===== config.mk =====
export PLATFORM = sky130hd
export DESIGN_NAME = ewd_cmd_decoder
export DESIGN_NICKNAME = d
export VERILOG_FILES = /design/src/core/ewd_pkg.sv /design/src/core/ewd_deadline_timer.sv /design/src/core/ewd_cmd_decoder.sv
export SDC_FILE = /design/constraint.sdc
export NUM_CORES = 1
export LEC_CHECK = 0
export ABC_AREA = 1
export BUFFER_PORTS_ARGS = -buffer_cell sky130_fd_sc_hd__buf_2
export CORE_ASPECT_RATIO = 1.1
export CORE_MARGIN = 10
export CORE_UTILIZATION = 45
export DETAILED_ROUTE_END_ITERATION = 7
export HOLD_SLACK_MARGIN = 0.06
export PLACE_DENSITY = 0.66
export SLEW_MARGIN = 40
export SYNTH_ARGS = -nofsm -noshare
export SYNTH_HDL_FRONTEND = slang
export SYNTH_HIERARCHICAL = 1
export SYNTH_SLANG_ARGS = --single-unit

===== constraint.sdc =====
create_clock -name sys_clk -period 4.7 [get_ports sys_clk]
set_clock_uncertainty 0.15 [all_clocks]
set_input_delay 0.705 -clock sys_clk [delete_from_list [all_inputs] [get_ports sys_clk]]
set_output_delay 0.705 -clock sys_clk [all_outputs]
set_load 0.1 [all_outputs]

===== src/core/ewd_pkg.sv =====
package ewd_pkg;

  // ==========================================================
  // Task-file offsets
  localparam int          TF_AW           = 4;
  localparam logic [3:0]  TF_FEAT_ERR     = 4'h1;
  localparam logic [3:0]  TF_SECCNT       = 4'h2;
  localparam logic [3:0]  TF_SECNUM       = 4'h3;
  localparam logic [3:0]  TF_CYL_LO       = 4'h4;
  localparam logic [3:0]  TF_CYL_HI       = 4'h5;
  localparam logic [3:0]  TF_DEVHEAD      = 4'h6;
  localparam logic [3:0]  TF_CMD_STAT     = 4'h7;
  localparam logic [3:0]  TF_DEVCTL       = 4'h8;

  // Index of each current/previous pair
  localparam int          PR_FEAT         = 0;
  localparam int          PR_SECCNT       = 1;
  localparam int          PR_SECNUM       = 2;
  localparam int          PR_CYL_LO       = 3;
  localparam int          PR_CYL_HI       = 4;
  localparam int          NUM_PAIRS       = 5;

  // ==========================================================
  // Command codes
  localparam logic [7:0]  OP_WRITE_EXT    = 8'h35;
  localparam logic [7:0]  OP_WRITE_QUEUED = 8'h61;

  // ==========================================================
  // Field positions
  localparam int          ST_BSY          = 7;
  localparam int          ST_RDY          = 6;
  localparam int          ST_FLT          = 5;
  localparam int          ST_SEEK         = 4;
  localparam int          ST_DRQ          = 3;
  localparam int          ST_CORR         = 2;
  localparam int          ST_ERR          = 0;
  localparam int          ER_CRC          = 7;
  localparam int          ER_NOTFND       = 4;
  localparam int          ER_ABORT        = 2;
  localparam int          DH_FORCED       = 7;
  localparam int          DC_HIBYTE       = 7;
  localparam int          TAG_LSB         = 3;
  localparam int          URG_LSB         = 6;
  localparam int          DL_COARSE       = 7;

  // ==========================================================
  // Urgency classes
  localparam logic [1:0]  URG_NORMAL      = 2'h0;
  localparam logic [1:0]  URG_ISOCH       = 2'h1;
  localparam logic [1:0]  URG_HIGH        = 2'h2;

  // ==========================================================
  // Reset values and counts
  localparam logic [7:0]  RST_BYTE        = 8'h00;
  localparam logic [16:0] ZERO_COUNT_SECS = 17'h1_0000;

  // ==========================================================
  // Timing
  localparam int          CLK_MHZ         = 125;
  localparam int          FINE_UNIT_US    = 10000;
  localparam int          COARSE_UNIT_US  = 500000;
  localparam int unsigned FINE_TICK_CYC   = FINE_UNIT_US * CLK_MHZ;
  localparam int unsigned COARSE_TICK_CYC = COARSE_UNIT_US * CLK_MHZ;

  // ==========================================================
  // Engine states
  typedef enum logic [1:0] {
    ST_IDLE   = 2'b00,
    ST_XFER   = 2'b01,
    ST_COMMIT = 2'b10
  } ewd_state_t;

endpackage


===== src/core/ewd_deadline_timer.sv =====
`timescale 1ns/1ps
`default_nettype none
module ewd_deadline_timer
  import ewd_pkg::*;
#(
  parameter int unsigned FINE_TICKS   = FINE_TICK_CYC,
  parameter int unsigned COARSE_TICKS = COARSE_TICK_CYC
) (
  // Clock and reset
  input  wire logic       sys_clk,
  input  wire logic       rst_b,
  // Control
  input  wire logic       start,
  input  wire logic       stop,
  input  wire logic [7:0] deadline_code,
  // Result
  output logic            expired
);

  logic [31:0] pre_r, pre_nxt;
  logic [7:0]  units_r, units_nxt;
  logic [7:0]  limit_r, limit_nxt;
  logic        coarse_r, coarse_nxt;
  logic        run_r, run_nxt;
  logic        exp_r, exp_nxt;
  logic [31:0] tick_len;

  // ==========================================================
  // Unit counter
  always_comb begin
    pre_nxt    = pre_r;
    units_nxt  = units_r;
    limit_nxt  = limit_r;
    coarse_nxt = coarse_r;
    run_nxt    = run_r;
    exp_nxt    = exp_r;
    tick_len   = coarse_r ? COARSE_TICKS : FINE_TICKS;
    if (start) begin
      // Limit is code low seven bits plus one units
      limit_nxt  = {1'b0, deadline_code[6:0]} + 8'h01;
      coarse_nxt = deadline_code[DL_COARSE];
      pre_nxt    = '0;
      units_nxt  = '0;
      run_nxt    = 1'b1;
      exp_nxt    = 1'b0;
    end else if (stop) begin
      run_nxt = 1'b0;
      exp_nxt = 1'b0;
    end else if (run_r) begin
      if (pre_r == tick_len - 32'h0000_0001) begin
        pre_nxt   = '0;
        units_nxt = units_r + 8'h01;
        if (units_r + 8'h01 == limit_r) begin
          // Expiry only promotes urgency; the command still completes
          exp_nxt = 1'b1;
          run_nxt = 1'b0;
        end
      end else begin
        pre_nxt = pre_r + 32'h0000_0001;
      end
    end
  end

  always_ff @(posedge sys_clk or negedge rst_b) begin
    if (!rst_b) begin
      pre_r    <= '0;
      units_r  <= '0;
      limit_r  <= '0;
      coarse_r <= 1'b0;
      run_r    <= 1'b0;
      exp_r    <= 1'b0;
    end else begin
      pre_r    <= pre_nxt;
      units_r  <= units_nxt;
      limit_r  <= limit_nxt;
      coarse_r <= coarse_nxt;
      run_r    <= run_nxt;
      exp_r    <= exp_nxt;
    end
  end

  assign expired = exp_r;

endmodule
`default_nettype wire


===== src/core/ewd_cmd_decoder.sv =====
// Function
// - Command code 35h starts the extended-address DMA write.
// - Sector payload arrives as 16-bit words, one word per transfer.
// - A data word is taken only while the device raises its DMA request.
// - Exactly one interrupt per command, after transfer ends and status is ready.
// - Uncorrectable error stops the extended write at the failing sector.
// - Extended count: low byte current, high byte previous sector-count write.
// - Extended count of zero means 65,536 sectors.
// - 48-bit address from current and previous address register bytes.
// - Media-reported failing address left in address registers, split by high-byte select.
// - Command code 61h starts the queued first-party DMA write.
// - Unrecoverable error ends the queued write at the failing sector.
// - Queued count: low byte current, high byte previous feature write.
// - Urgency class in sector-count previous bits 7-6: normal, isochronous, high.
// - High-urgency queued writes are pushed ahead as best effort.
// - Isochronous queued writes are tried before their deadline.
// - Deadline code counts only when the urgency class is isochronous.
// - Fine deadline: low seven bits plus one, times 10 ms.
// - Coarse deadline: low seven bits plus one, times 0.5 s.
// - Forced-commit flag delays completion of a queued write until data reaches the media; the extended write ignores it.
`timescale 1ns/1ps
`default_nettype none
module ewd_cmd_decoder
  import ewd_pkg::*;
#(
  parameter int          WORDS_PER_SECTOR = 256,
  parameter int          QUEUE_DEPTH      = 32,
  parameter logic [47:0] CAPACITY_SECS    = 48'hFFFF_FFFF_FFFF,
  parameter int unsigned FINE_TICKS       = FINE_TICK_CYC,
  parameter int unsigned COARSE_TICKS     = COARSE_TICK_CYC
) (
  // Clock and reset
  input  wire logic             sys_clk,
  input  wire logic             rst_b,
  // Task-file port
  input  wire logic [TF_AW-1:0] tf_addr,
  input  wire logic [7:0]       tf_wdata,
  input  wire logic             tf_wr,
  input  wire logic             tf_rd,
  output logic      [7:0]       tf_rdata,
  // Host DMA data
  output logic                  dmarq,
  input  wire logic             dma_wr,
  input  wire logic [15:0]      dma_wdata,
  input  wire logic             dma_crc_err,
  output logic                  intrq,
  // Media side
  output logic                  media_wr_valid,
  output logic      [15:0]      media_wr_data,
  output logic      [47:0]      media_lba,
  output logic                  media_urgent,
  output logic                  media_flush_req,
  input  wire logic             media_flush_done,
  input  wire logic             media_fail,
  input  wire logic [47:0]      media_fail_lba
);

  localparam int WCW = $clog2(WORDS_PER_SECTOR);

  ewd_state_t                  state_r, state_nxt;
  logic [7:0]                  cur_r  [NUM_PAIRS];
  logic [7:0]                  cur_nxt [NUM_PAIRS];
  logic [7:0]                  prev_r [NUM_PAIRS];
  logic [7:0]                  prev_nxt [NUM_PAIRS];
  logic [7:0]                  devhead_r, devhead_nxt;
  logic                        hbs_r, hbs_nxt;
  logic [7:0]                  errf_r, errf_nxt;
  logic                        bsy_r, bsy_nxt;
  logic                        errst_r, errst_nxt;
  logic                        intrq_r, intrq_nxt;
  logic [7:0]                  rdata_r, rdata_nxt;
  logic [WCW-1:0]              wcnt_r, wcnt_nxt;
  logic [16:0]                 left_r, left_nxt;
  logic [47:0]                 lba_r, lba_nxt;
  logic                        queued_r, queued_nxt;
  logic                        commit_r, commit_nxt;
  logic [4:0]                  tag_r, tag_nxt;
  logic [1:0]                  urg_r, urg_nxt;
  logic [31:0]                 tag_busy_r, tag_busy_nxt;
  logic                        mwv_r, mwv_nxt;
  logic [15:0]                 mwd_r, mwd_nxt;
  logic                        dl_start, dl_stop, dl_expired;
  logic                        done, done_err;
  logic [47:0]                 fail_addr;
  logic                        fail_load;
  logic [16:0]                 req_count;
  logic [47:0]                 req_lba;
  logic [4:0]                  req_tag;
  logic [48:0]                 req_end;
  logic                        is_ext, is_q;
  logic [7:0]                  status;

  // ==========================================================
  // Helpers
  function automatic logic [7:0] hbs_pick(input logic sel, input logic [7:0] c,
                                          input logic [7:0] p);
    hbs_pick = sel ? p : c;
  endfunction

  function automatic logic [16:0] count_of(input logic [7:0] hi, input logic [7:0] lo);
    count_of = ({hi, lo} == 16'h0000) ? ZERO_COUNT_SECS : {1'b0, hi, lo};
  endfunction

  // ==========================================================
  // Decode of a command write
  always_comb begin
    is_ext    = tf_wr && !bsy_r && tf_addr == TF_CMD_STAT && tf_wdata == OP_WRITE_EXT;
    is_q      = tf_wr && !bsy_r && tf_addr == TF_CMD_STAT
                && tf_wdata == OP_WRITE_QUEUED;
    // Queued count sits in feature, extended in sector count
    req_count = is_q ? count_of(prev_r[PR_FEAT], cur_r[PR_FEAT])
                     : count_of(prev_r[PR_SECCNT], cur_r[PR_SECCNT]);
    req_lba   = {prev_r[PR_CYL_HI], prev_r[PR_CYL_LO], prev_r[PR_SECNUM],
                 cur_r[PR_CYL_HI], cur_r[PR_CYL_LO], cur_r[PR_SECNUM]};
    req_tag   = cur_r[PR_SECCNT][7:TAG_LSB];
    req_end   = {1'b0, req_lba} + {32'h0000_0000, req_count};
  end

  // Status byte; busy, fault and corrected stay clear at completion
  always_comb begin
    status          = 8'h00;
    status[ST_BSY]  = bsy_r;
    status[ST_RDY]  = 1'b1;
    status[ST_FLT]  = 1'b0;
    status[ST_SEEK] = 1'b1;
    status[ST_DRQ]  = state_r == ST_XFER;
    status[ST_CORR] = 1'b0;
    status[ST_ERR]  = errst_r;
  end

  // ==========================================================
  // Engine and task file
  always_comb begin
    state_nxt    = state_r;
    cur_nxt      = cur_r;
    prev_nxt     = prev_r;
    devhead_nxt  = devhead_r;
    hbs_nxt      = hbs_r;
    errf_nxt     = errf_r;
    bsy_nxt      = bsy_r;
    errst_nxt    = errst_r;
    intrq_nxt    = intrq_r;
    rdata_nxt    = 8'h00;
    wcnt_nxt     = wcnt_r;
    left_nxt     = left_r;
    lba_nxt      = lba_r;
    queued_nxt   = queued_r;
    commit_nxt   = commit_r;
    tag_nxt      = tag_r;
    urg_nxt      = urg_r;
    tag_busy_nxt = tag_busy_r;
    mwv_nxt      = 1'b0;
    mwd_nxt      = mwd_r;
    dl_start     = 1'b0;
    dl_stop      = 1'b0;
    done         = 1'b0;
    done_err     = 1'b0;
    fail_load    = 1'b0;
    fail_addr    = media_fail_lba;

    // Register reads; reading status acknowledges the interrupt
    if (tf_rd) begin
      case (tf_addr)
        TF_FEAT_ERR: rdata_nxt = errf_r;
        TF_SECNUM:   rdata_nxt = hbs_pick(hbs_r, cur_r[PR_SECNUM], prev_r[PR_SECNUM]);
        TF_CYL_LO:   rdata_nxt = hbs_pick(hbs_r, cur_r[PR_CYL_LO], prev_r[PR_CYL_LO]);
        TF_CYL_HI:   rdata_nxt = hbs_pick(hbs_r, cur_r[PR_CYL_HI], prev_r[PR_CYL_HI]);
        TF_DEVHEAD:  rdata_nxt = devhead_r;
        TF_CMD_STAT: begin
          rdata_nxt = status;
          intrq_nxt = 1'b0;
        end
        TF_DEVCTL:   rdata_nxt = {hbs_r, 7'h00};
        default:     rdata_nxt = 8'h00;
      endcase
    end

    // Register writes are ignored while busy
    if (tf_wr && !bsy_r) begin
      if (tf_addr >= TF_FEAT_ERR && tf_addr <= TF_CYL_HI) begin
        for (int i = 0; i < NUM_PAIRS; i++) begin
          if (tf_addr == TF_FEAT_ERR + 4'(i)) begin
            prev_nxt[i] = cur_r[i];
            cur_nxt[i]  = tf_wdata;
          end
        end
        hbs_nxt = 1'b0;
      end else if (tf_addr == TF_DEVHEAD) begin
        devhead_nxt = tf_wdata;
        hbs_nxt     = 1'b0;
      end else if (tf_addr == TF_DEVCTL) begin
        hbs_nxt = tf_wdata[DC_HIBYTE];
      end else if (tf_addr == TF_CMD_STAT) begin
        // Host has armed its DMA channel before this write
        bsy_nxt    = 1'b1;
        errst_nxt  = 1'b0;
        errf_nxt   = 8'h00;
        intrq_nxt  = 1'b0;
        wcnt_nxt   = '0;
        left_nxt   = req_count;
        lba_nxt    = req_lba;
        queued_nxt = is_q;
        tag_nxt    = req_tag;
        urg_nxt    = prev_r[PR_SECCNT][7:URG_LSB];
        commit_nxt = is_q && devhead_r[DH_FORCED];
        if (!is_ext && !is_q) begin
          errf_nxt[ER_ABORT] = 1'b1;
          done             = 1'b1;
          done_err         = 1'b1;
        end else if (is_q && ({27'h000_0000, req_tag} >= 32'(QUEUE_DEPTH)
                              || tag_busy_r[req_tag])) begin
          errf_nxt[ER_ABORT] = 1'b1;
          done             = 1'b1;
          done_err         = 1'b1;
        end else if (req_end > {1'b0, CAPACITY_SECS}) begin
          errf_nxt[ER_NOTFND] = 1'b1;
          done             = 1'b1;
          done_err         = 1'b1;
        end else begin
          state_nxt = ST_XFER;
          if (is_q) begin
            tag_busy_nxt[req_tag] = 1'b1;
            // Deadline only runs for the isochronous class
            dl_start = prev_r[PR_SECCNT][7:URG_LSB] == URG_ISOCH;
          end
        end
      end
    end

    case (state_r)
      ST_IDLE: begin
        state_nxt = state_nxt;
      end
      ST_XFER: begin
        if (media_fail || dma_crc_err) begin
          // Stop at the failing sector; no later sector is written
          state_nxt = ST_IDLE;
          fail_load = media_fail;
          errf_nxt[ER_CRC] = dma_crc_err;
          done      = 1'b1;
          done_err  = 1'b1;
        end else if (dma_wr) begin
          // Word counted only under our own request
          mwv_nxt = 1'b1;
          mwd_nxt = dma_wdata;
          if (wcnt_r == WCW'(WORDS_PER_SECTOR - 1)) begin
            wcnt_nxt = '0;
            lba_nxt  = lba_r + 48'h0000_0000_0001;
            left_nxt = left_r - 17'h0_0001;
            if (left_r == 17'h0_0001) begin
              if (commit_r) begin
                state_nxt = ST_COMMIT;
              end else begin
                state_nxt = ST_IDLE;
                done      = 1'b1;
              end
            end
          end else begin
            wcnt_nxt = wcnt_r + WCW'(1);
          end
        end
      end
      ST_COMMIT: begin
        if (media_fail) begin
          state_nxt = ST_IDLE;
          fail_load = 1'b1;
          done      = 1'b1;
          done_err  = 1'b1;
        end else if (media_flush_done) begin
          state_nxt = ST_IDLE;
          done      = 1'b1;
        end
      end
      default: begin
        state_nxt = ST_IDLE;
      end
    endcase

    // Single completion point raises the one interrupt
    if (done) begin
      bsy_nxt   = 1'b0;
      errst_nxt = done_err;
      intrq_nxt = 1'b1;
      dl_stop   = 1'b1;
      if (queued_r && state_r != ST_IDLE) begin
        tag_busy_nxt[tag_r] = 1'b0;
      end
    end

    // Failing address replaces the address registers
    if (fail_load) begin
      cur_nxt[PR_SECNUM]  = fail_addr[7:0];
      cur_nxt[PR_CYL_LO]  = fail_addr[15:8];
      cur_nxt[PR_CYL_HI]  = fail_addr[23:16];
      prev_nxt[PR_SECNUM] = fail_addr[31:24];
      prev_nxt[PR_CYL_LO] = fail_addr[39:32];
      prev_nxt[PR_CYL_HI] = fail_addr[47:40];
    end
  end

  always_ff @(posedge sys_clk or negedge rst_b) begin
    if (!rst_b) begin
      state_r    <= ST_IDLE;
      for (int i = 0; i < NUM_PAIRS; i++) begin
        cur_r[i]  <= RST_BYTE;
        prev_r[i] <= RST_BYTE;
      end
      devhead_r  <= RST_BYTE;
      hbs_r      <= 1'b0;
      errf_r     <= RST_BYTE;
      bsy_r      <= 1'b0;
      errst_r    <= 1'b0;
      intrq_r    <= 1'b0;
      rdata_r    <= RST_BYTE;
      wcnt_r     <= '0;
      left_r     <= '0;
      lba_r      <= '0;
      queued_r   <= 1'b0;
      commit_r   <= 1'b0;
      tag_r      <= '0;
      urg_r      <= URG_NORMAL;
      tag_busy_r <= '0;
      mwv_r      <= 1'b0;
      mwd_r      <= '0;
    end else begin
      state_r    <= state_nxt;
      cur_r      <= cur_nxt;
      prev_r     <= prev_nxt;
      devhead_r  <= devhead_nxt;
      hbs_r      <= hbs_nxt;
      errf_r     <= errf_nxt;
      bsy_r      <= bsy_nxt;
      errst_r    <= errst_nxt;
      intrq_r    <= intrq_nxt;
      rdata_r    <= rdata_nxt;
      wcnt_r     <= wcnt_nxt;
      left_r     <= left_nxt;
      lba_r      <= lba_nxt;
      queued_r   <= queued_nxt;
      commit_r   <= commit_nxt;
      tag_r      <= tag_nxt;
      urg_r      <= urg_nxt;
      tag_busy_r <= tag_busy_nxt;
      mwv_r      <= mwv_nxt;
      mwd_r      <= mwd_nxt;
    end
  end

  // ==========================================================
  // Deadline tracking
  ewd_deadline_timer #(
    .FINE_TICKS   (FINE_TICKS),
    .COARSE_TICKS (COARSE_TICKS)
  ) u_deadline (
    .sys_clk       (sys_clk),
    .rst_b         (rst_b),
    .start         (dl_start),
    .stop          (dl_stop),
    .deadline_code (prev_r[PR_FEAT]),
    .expired       (dl_expired)
  );

  // ==========================================================
  // Outputs
  assign tf_rdata        = rdata_r;
  assign dmarq           = state_r == ST_XFER;
  assign intrq           = intrq_r;
  assign media_wr_valid  = mwv_r;
  assign media_wr_data   = mwd_r;
  assign media_lba       = lba_r;
  // Media scheduler is told, it cannot be forced; hence best effort only
  assign media_urgent    = queued_r && bsy_r && (urg_r == URG_HIGH
                           || (urg_r == URG_ISOCH && dl_expired));
  assign media_flush_req = state_r == ST_COMMIT;

endmodule
`default_nettype wire


# After elaboration in Yosys (flattened, before gate mapping)
# Index checks and enable logic that the tools add are counted.
# classes
bitwise_logic,7
n_reduce_logical,49
n_eq_ne,23
n_addsub,8
n_mux,168
n_lt_le_gt_ge,7
# ops
cell,count
32-bit 2-to-1 mux,15
48-bit 2-to-1 mux,9
8-bit 2-to-1 mux,28
17-bit 2-to-1 mux,12
24-bit 2-to-1 mux,6
1-bit 2-to-1 mux,74
8-bit case mux with 7 select lines,1
48-bit by 17-bit adder with 49-bit output,1
"49-bit by 48-bit greater-than comparator with 1-bit output, second input constant",1
"48-bit by 1-bit adder with 48-bit output, second input constant",1
"32-bit by 1-bit adder with 32-bit output, second input constant",1
32-bit AND,1
32-bit equality test,1
16-bit zero test,2
32-bit NOT,1
32-bit bitwise OR,1
"32-bit by 1-bit subtractor with 32-bit output, second input constant",1
2-bit 2-to-1 mux,15
3-bit AND reduction,9
26-bit 2-to-1 mux,1
2-bit nonzero test,10
"17-bit by 1-bit equality test with 1-bit output, second input constant",1
"17-bit by 1-bit subtractor with 17-bit output, second input constant",1
"8-bit by 1-bit adder with 8-bit output, second input constant",2
other kinds (28),67
# word_totals
inputBits,84
out_inout_bits,77
register_bits,287
elab_cells,297

# Logic depth before layout (Yosys ltp)
# logic_depth
word_depth,24
ltp_mapped,38
mapped_depth_nobuf,35

# By module
# The synthesis kept the hierarchy.
# by_module_without_submodules
mod,n_inst,area_each_um2,cells_per_inst,seq_area_each_um2
ewd_cmd_decoder,1,14211.1,1945,5905.7
ewd_deadline_timer,1,3779.9,581,1276.2

# Worst setup path before layout
# No wires, ideal clock.
# synth_path
path_type,register to output
from,register bsy_r
to,output port media_urgent
path_buffers,0
setup_slack_ns,-1.247
stages_incl_launch_ff,3
arrival_ns,5.092
required_time_ns,3.845
path_cell_list,dfrtp_1 -> inv_1 -> a2111oi_0
# synth_between
elab_chain_cells,2
# synth_lines
item,line_no,text
from (decl),ewd_cmd_decoder.sv:68,"logic bsy_r, bsy_nxt;"
from (signal assigned),ewd_cmd_decoder.sv:332,bsy_r <= bsy_nxt;
1-bit logical AND (2 in series),ewd_cmd_decoder.sv:372,assign media_urgent = queued_r && bsy_r && (urg_r == URG_HIGH
to (decl),ewd_cmd_decoder.sv:51,"output logic media_urgent,"
# Every way passes these cells.

# Worst setup path after layout
# layout_path
from,register cur_r[32] (netlist bit)
to,register u_deadline.pre_r[17]
# layout_between
elab_chain_cells,22
elab_cells_between_ends,34
cone_classes,1 x add/sub; 1 x order compare; 1 x eq/ne; 28 x mux; 3 x reduce/logical
# layout_lines
item,line_no,text
from (decl),ewd_cmd_decoder.sv:61,logic [7:0] cur_r [NUM_PAIRS];
from (signal assigned),ewd_cmd_decoder.sv:327,cur_r <= cur_nxt;
16-bit zero test,ewd_cmd_decoder.sv:101,"count_of = ({hi, lo} == 16'h0000) ? ZERO_COUNT_SECS : {1'b0, hi, lo};"
17-bit 2-to-1 mux (*),ewd_cmd_decoder.sv:101,
17-bit 2-to-1 mux (*),ewd_cmd_decoder.sv:111,"req_count = is_q ? count_of(prev_r[PR_FEAT], cur_r[PR_FEAT])"
48-bit by 17-bit adder with 49-bit output (*),ewd_cmd_decoder.sv:116,"req_end = {1'b0, req_lba} + {32'h0000_0000, req_count};"
49-bit by 48-bit greater-than comparator with 1-bit output (*),ewd_cmd_decoder.sv:215,"end else if (req_end > {1'b0, CAPACITY_SECS}) begin"
1-bit 2-to-1 mux,ewd_cmd_decoder.sv:215,
1-bit 2-to-1 mux,ewd_cmd_decoder.sv:210,"end else if (is_q && ({27'h000_0000, req_tag} >= 32'(QUEUE_DEPTH)"
1-bit 2-to-1 mux,ewd_cmd_decoder.sv:206,if (!is_ext && !is_q) begin
[6 not listed],--,
1-bit 2-to-1 mux,ewd_cmd_decoder.sv:250,if (left_r == 17'h0_0001) begin
1-bit 2-to-1 mux,ewd_cmd_decoder.sv:246,if (wcnt_r == WCW'(WORDS_PER_SECTOR - 1)) begin
1-bit 2-to-1 mux,ewd_cmd_decoder.sv:242,end else if (dma_wr) begin
1-bit 2-to-1 mux,ewd_cmd_decoder.sv:235,if (media_fail || dma_crc_err) begin
1-bit case mux with 2 select lines,ewd_cmd_decoder.sv:230,case (state_r)
1-bit 2-to-1 mux,ewd_cmd_decoder.sv:280,if (done) begin
2-bit inequality test (no source line),--,
2-bit AND reduction (no source line),--,
to (signal assigned),ewd_deadline_timer.sv:73,pre_r <= pre_nxt;
to (decl),ewd_deadline_timer.sv:20,"logic [31:0] pre_r, pre_nxt;"
# Mark *: on every way between the ends. The rest lies on a longest branch, timed or not.
# A chain may end at the register's enable or synchronous reset.

==> run_results.csv <==
group,metric,value,unit
global_route,grt_pass1_vias,17069,
clock_tree,cts.path.max_buffers,3,
global_route,grt_max_degree,90,
global_route,antenna_found_initial,1,
placement,hpwl,46710,µm
synthesis,synthFlopType,"dfrtp_1",
layout,utilization,0.5252,
global_route,grt_overflow,0,
layout,drive_above_1_share,0.1325,
job,drv_cap,0,
pwr,internal_power,4262,µW
worst_setup_path,crit_path_end_kind,"flip-flop",
sta,rsz0062_at_grt,"no",
worst_setup_path,worstPathMaxFanout,15,
detailed_routing,drt-total-wl,62650,µm
synthesis,synth.avg_cell_area,7.122,µm²
synthesis,synth_nets,2640,
detailed_routing,first_iter_violations,1661,
layout,seq_area,7182,µm²
synthesis,synth.distinct_cells,59,
layout,area.growth.synth_to_final,14.93,%
detailed_routing,drc,0,
synthesis,synth_seq_area_share,0.3992,
synthesis,synth_seq_cells,287,
layout,fillers,3863,
floorplanning,row_count,76,
sta,finalHoldViolCount,0,
worst_setup_path,critPathArrivalTime,4.68,ns
sta,worstMarginPinSlew,0.8414,ns
sta,drv_slew,0,
clock_tree,clock_latency,0.57,ns
sta,relSlewSlack,0.4383,
clock_tree,clock-root-buffer,"clkbuf_16",
synthesis,synth_area,17990,µm²
pwr,vdd_drop_max,0.0002449,V
pwr,switching_power,1285,µW
detailed_routing,dr_total_vias,17799,
detailed_routing,via_per_inst,5.535,
global_route,grt_first_pass_wirelength,97660,µm
layout,diodes,0,
layout,multiInputGateArea,9330,µm²
sta,period_minus_slack,4.398,ns
detailed_routing,dr.pass1.iters,8,
floorplanning,core_region_area,39370,µm²
synthesis,synth_top_cell_area_share,0.3992,
synthesis,synth_edf_count,0,
worst_setup_path,cpMostUsedCell,"nand2_1",
clock_tree,cts_tree,"built",
sta,timing.final.crit_share,0.9357,
clock_tree,cts_buffers,36,
layout,fin_nets,2799,
placement,gp_congestion,0.9668,
worst_setup_path,start_kind,"flip-flop",
clock_tree,cts.sinks,287,
pwr,switching_share,0.2316,
placement,io_buffers,160,
layout,final_cell_mix,"nand2_1 (799), dfrtp_1 (287), inv_1 (258)",
worst_setup_path,cp_slowest_stage_delay,0.46,ns
clock_tree,cts_max_level,2,
pwr,combPwrFrac,0.035,
global_route,track_usage,0.2537,
layout,layout_commonest_cell,"nand2_1",
synthesis,netlist_top_cells_area,"dfrtp_1 (40%), nand2_1 (17%), inv_1 (5.4%), o21ai_0 (4.8%), nor2_1 (4.8%)",
pwr,p_total,5547,µW
floorplanning,die_x,210.6,µm
floorplanning,ios,161,
worst_setup_path,crit_type,"reg -> reg",
pwr,power_density,268.2,nW/µm²
synthesis,yosys_warnings,6,
worst_setup_path,crit_path_top_delay_cell,"dfrtp_1",
pwr,p_leak,0.01018,µW
sta,setup_violations,0,
worst_setup_path,required,4.98,ns
synthesis,async_flop_share,1.000,
synthesis,synthCells,2526,
clock_tree,path_clk_slew,0.06,ns
detailed_routing,detail-route-antenna-nets,0,
min_path,hold_class,"in -> reg",
sta,fin_hold_ws,0.1795,ns
pwr,seqPwrFrac,0.447,
pwr,pwr-share-clk,0.518,
synthesis,yosysTopAreaCell,"dfrtp_1",
detailed_routing,wl_per_cell,19.48,µm
floorplanning,start_util,0.4570,
floorplanning,die_area,48390,µm²
sta,fmax,0.2274,GHz
floorplanning,die_y,229.7,µm
outcome,status,"completed",
-- cells in the mapped netlist (all sizes together) (2+ instances only) --
cell type,n
dfrtp,287
a31oi,9
a21o,11
o21ai,188
a22oi,31
xnor2,16
o221ai,5
a31o,7
o22ai,25
o211ai,15
a221oi,4
nand3,119
nand4,45
o21a,32
or2,4
clkinv,2
nor2,248
buf,41
mux2,6
nand3b,6
o31ai,5
nor3b,3
a2111oi,4
inv,278
a32oi,4
ha,29
clkbuf,51
a21oi,83
mux2i,2
o311ai,2
nor4,25
xor2,49
nor3,63
a211oi,4
nand2,816
a22o,2
-- power groups by stage --
| stage | combinational (µW) | clock, µW | sequential [µW] |
|---|---|---|---|
| 4_1_cts | 196 | 2940 | 2480 |
| 6_report | 193 | 2870 | 2480 |
| 2_1_floorplan | 27.6 | 0 | 2560 |
| 3_3_place_gp | 193 | 0 | 2520 |
| 5_1_grt | 210 | 3010 | 2480 |
| 3_5_place_dp | 194 | 0 | 2520 |
-- timing repair --
action,CTS,global route
setup buffers,0,0
resized for setup,0,1
hold endpoints to repair,18,0
hold buffers,1,0
setup endpoints to repair,0,2
-- registers in the layout, summed over array words and instances, names as in the netlist, 2 cells and up --
signal              cells
media_lba              48
cur_r                  40
prev_r                 40
tag_busy_r             32
u_deadline/pre_r       32
left_r                 17
media_wr_data          16
devhead_r               8
tf_rdata                8
u_deadline/limit_r      8
u_deadline/units_r      8
wcnt_r                  8
tag_r                   5
errf_r                  3
state_r                 2
urg_r                   2
-- layout make-up --
cell class | instances | share of cell area
Clock inverter | 10 | 0.007080
Clock buffer | 52 | 0.05143
Inverter | 280 | 0.05107
Timing Repair Buffer | 213 | 0.06118
Sequential cell | 287 | 0.3473
Multi-Input combinational cell | 1867 | 0.4512
Tap cell | 507 | 0.03068
-- path summary, 6_finish.rpt --
check	startpoint	end	slack, ns	cells past startpoint
max reg2reg	cur_r[32]$_DFFE_PN0P_	u_deadline/pre_r[17]$_DFFE_PN0P_	0.30	27
min reg2reg	media_wr_data[9]$_DFFE_PN0P_	media_wr_data[9]$_DFFE_PN0P_	0.32	2
min in group asynchronous	rst_b	media_lba[47]$_DFF_PN0_	0.57	2
max	cur_r[32]$_DFFE_PN0P_	u_deadline/pre_r[17]$_DFFE_PN0P_	0.30	27
min	dma_wdata[5]	media_wr_data[5]$_DFFE_PN0P_	0.18	3
max in group asynchronous	rst_b	devhead_r[2]$_DFFE_PN0P_	2.81	3
-- metal layers --
| metal | global-route usage | routed length, µm | up-vias |
|---|---|---|---|
| li1 | - | - | 8582 |
| met1 | 0.3470 | 27860 | 8498 |
| met2 | 0.3997 | 28710 | 600 |
| met3 | 0.03578 | 4027 | 117 |
| met4 | 0.09422 | 2031 | 2 |
| met5 | 0 | 13 | - |
-- logic make-up (layout without fill, tap and decap cells) --
kind of cell    after synthesis  after routing  share of synthesized area
simple gates               1329           1329                     0.3141
fa+ha+maj                    30             30                    0.02128
buf+inv                     372            555                    0.08443
mux                           8              8                   0.004868
compound gates              435            435                     0.1444
xor+xnor                     65             65                    0.03164
flops                       287            287                     0.3992
-- worst max-delay path: cells and delay by family, from the launching register on --
| family | cells | cell delay [ns] |
|---|---|---|
| buffers and inverters | 4 | 0.62 |
| adders and majority gates | 1 | 0.30 |
| and+or+nand+nor | 19 | 2.22 |
| AOI/OAI and AO/OA | 2 | 0.33 |
| xor gates and xnor gates | 1 | 0.17 |
| DFF | 1 | 0.46 |
-- stage by stage --
stage	cells	setup TNS [ns]	instance area, µm²	worst slack [ns]
6_report	3216	0	20680	0.3023
5_1_grt	3216	0	20680	0.01036
4_1_cts	3216	0	20660	0.3485
3_5_place_dp	3153	-0.3258	19440	-0.1020
3_3_place_gp	3153	0	19440	0.04705
2_1_floorplan	2526	0	18010	0.005716
(Power assumes the default switching activity.)
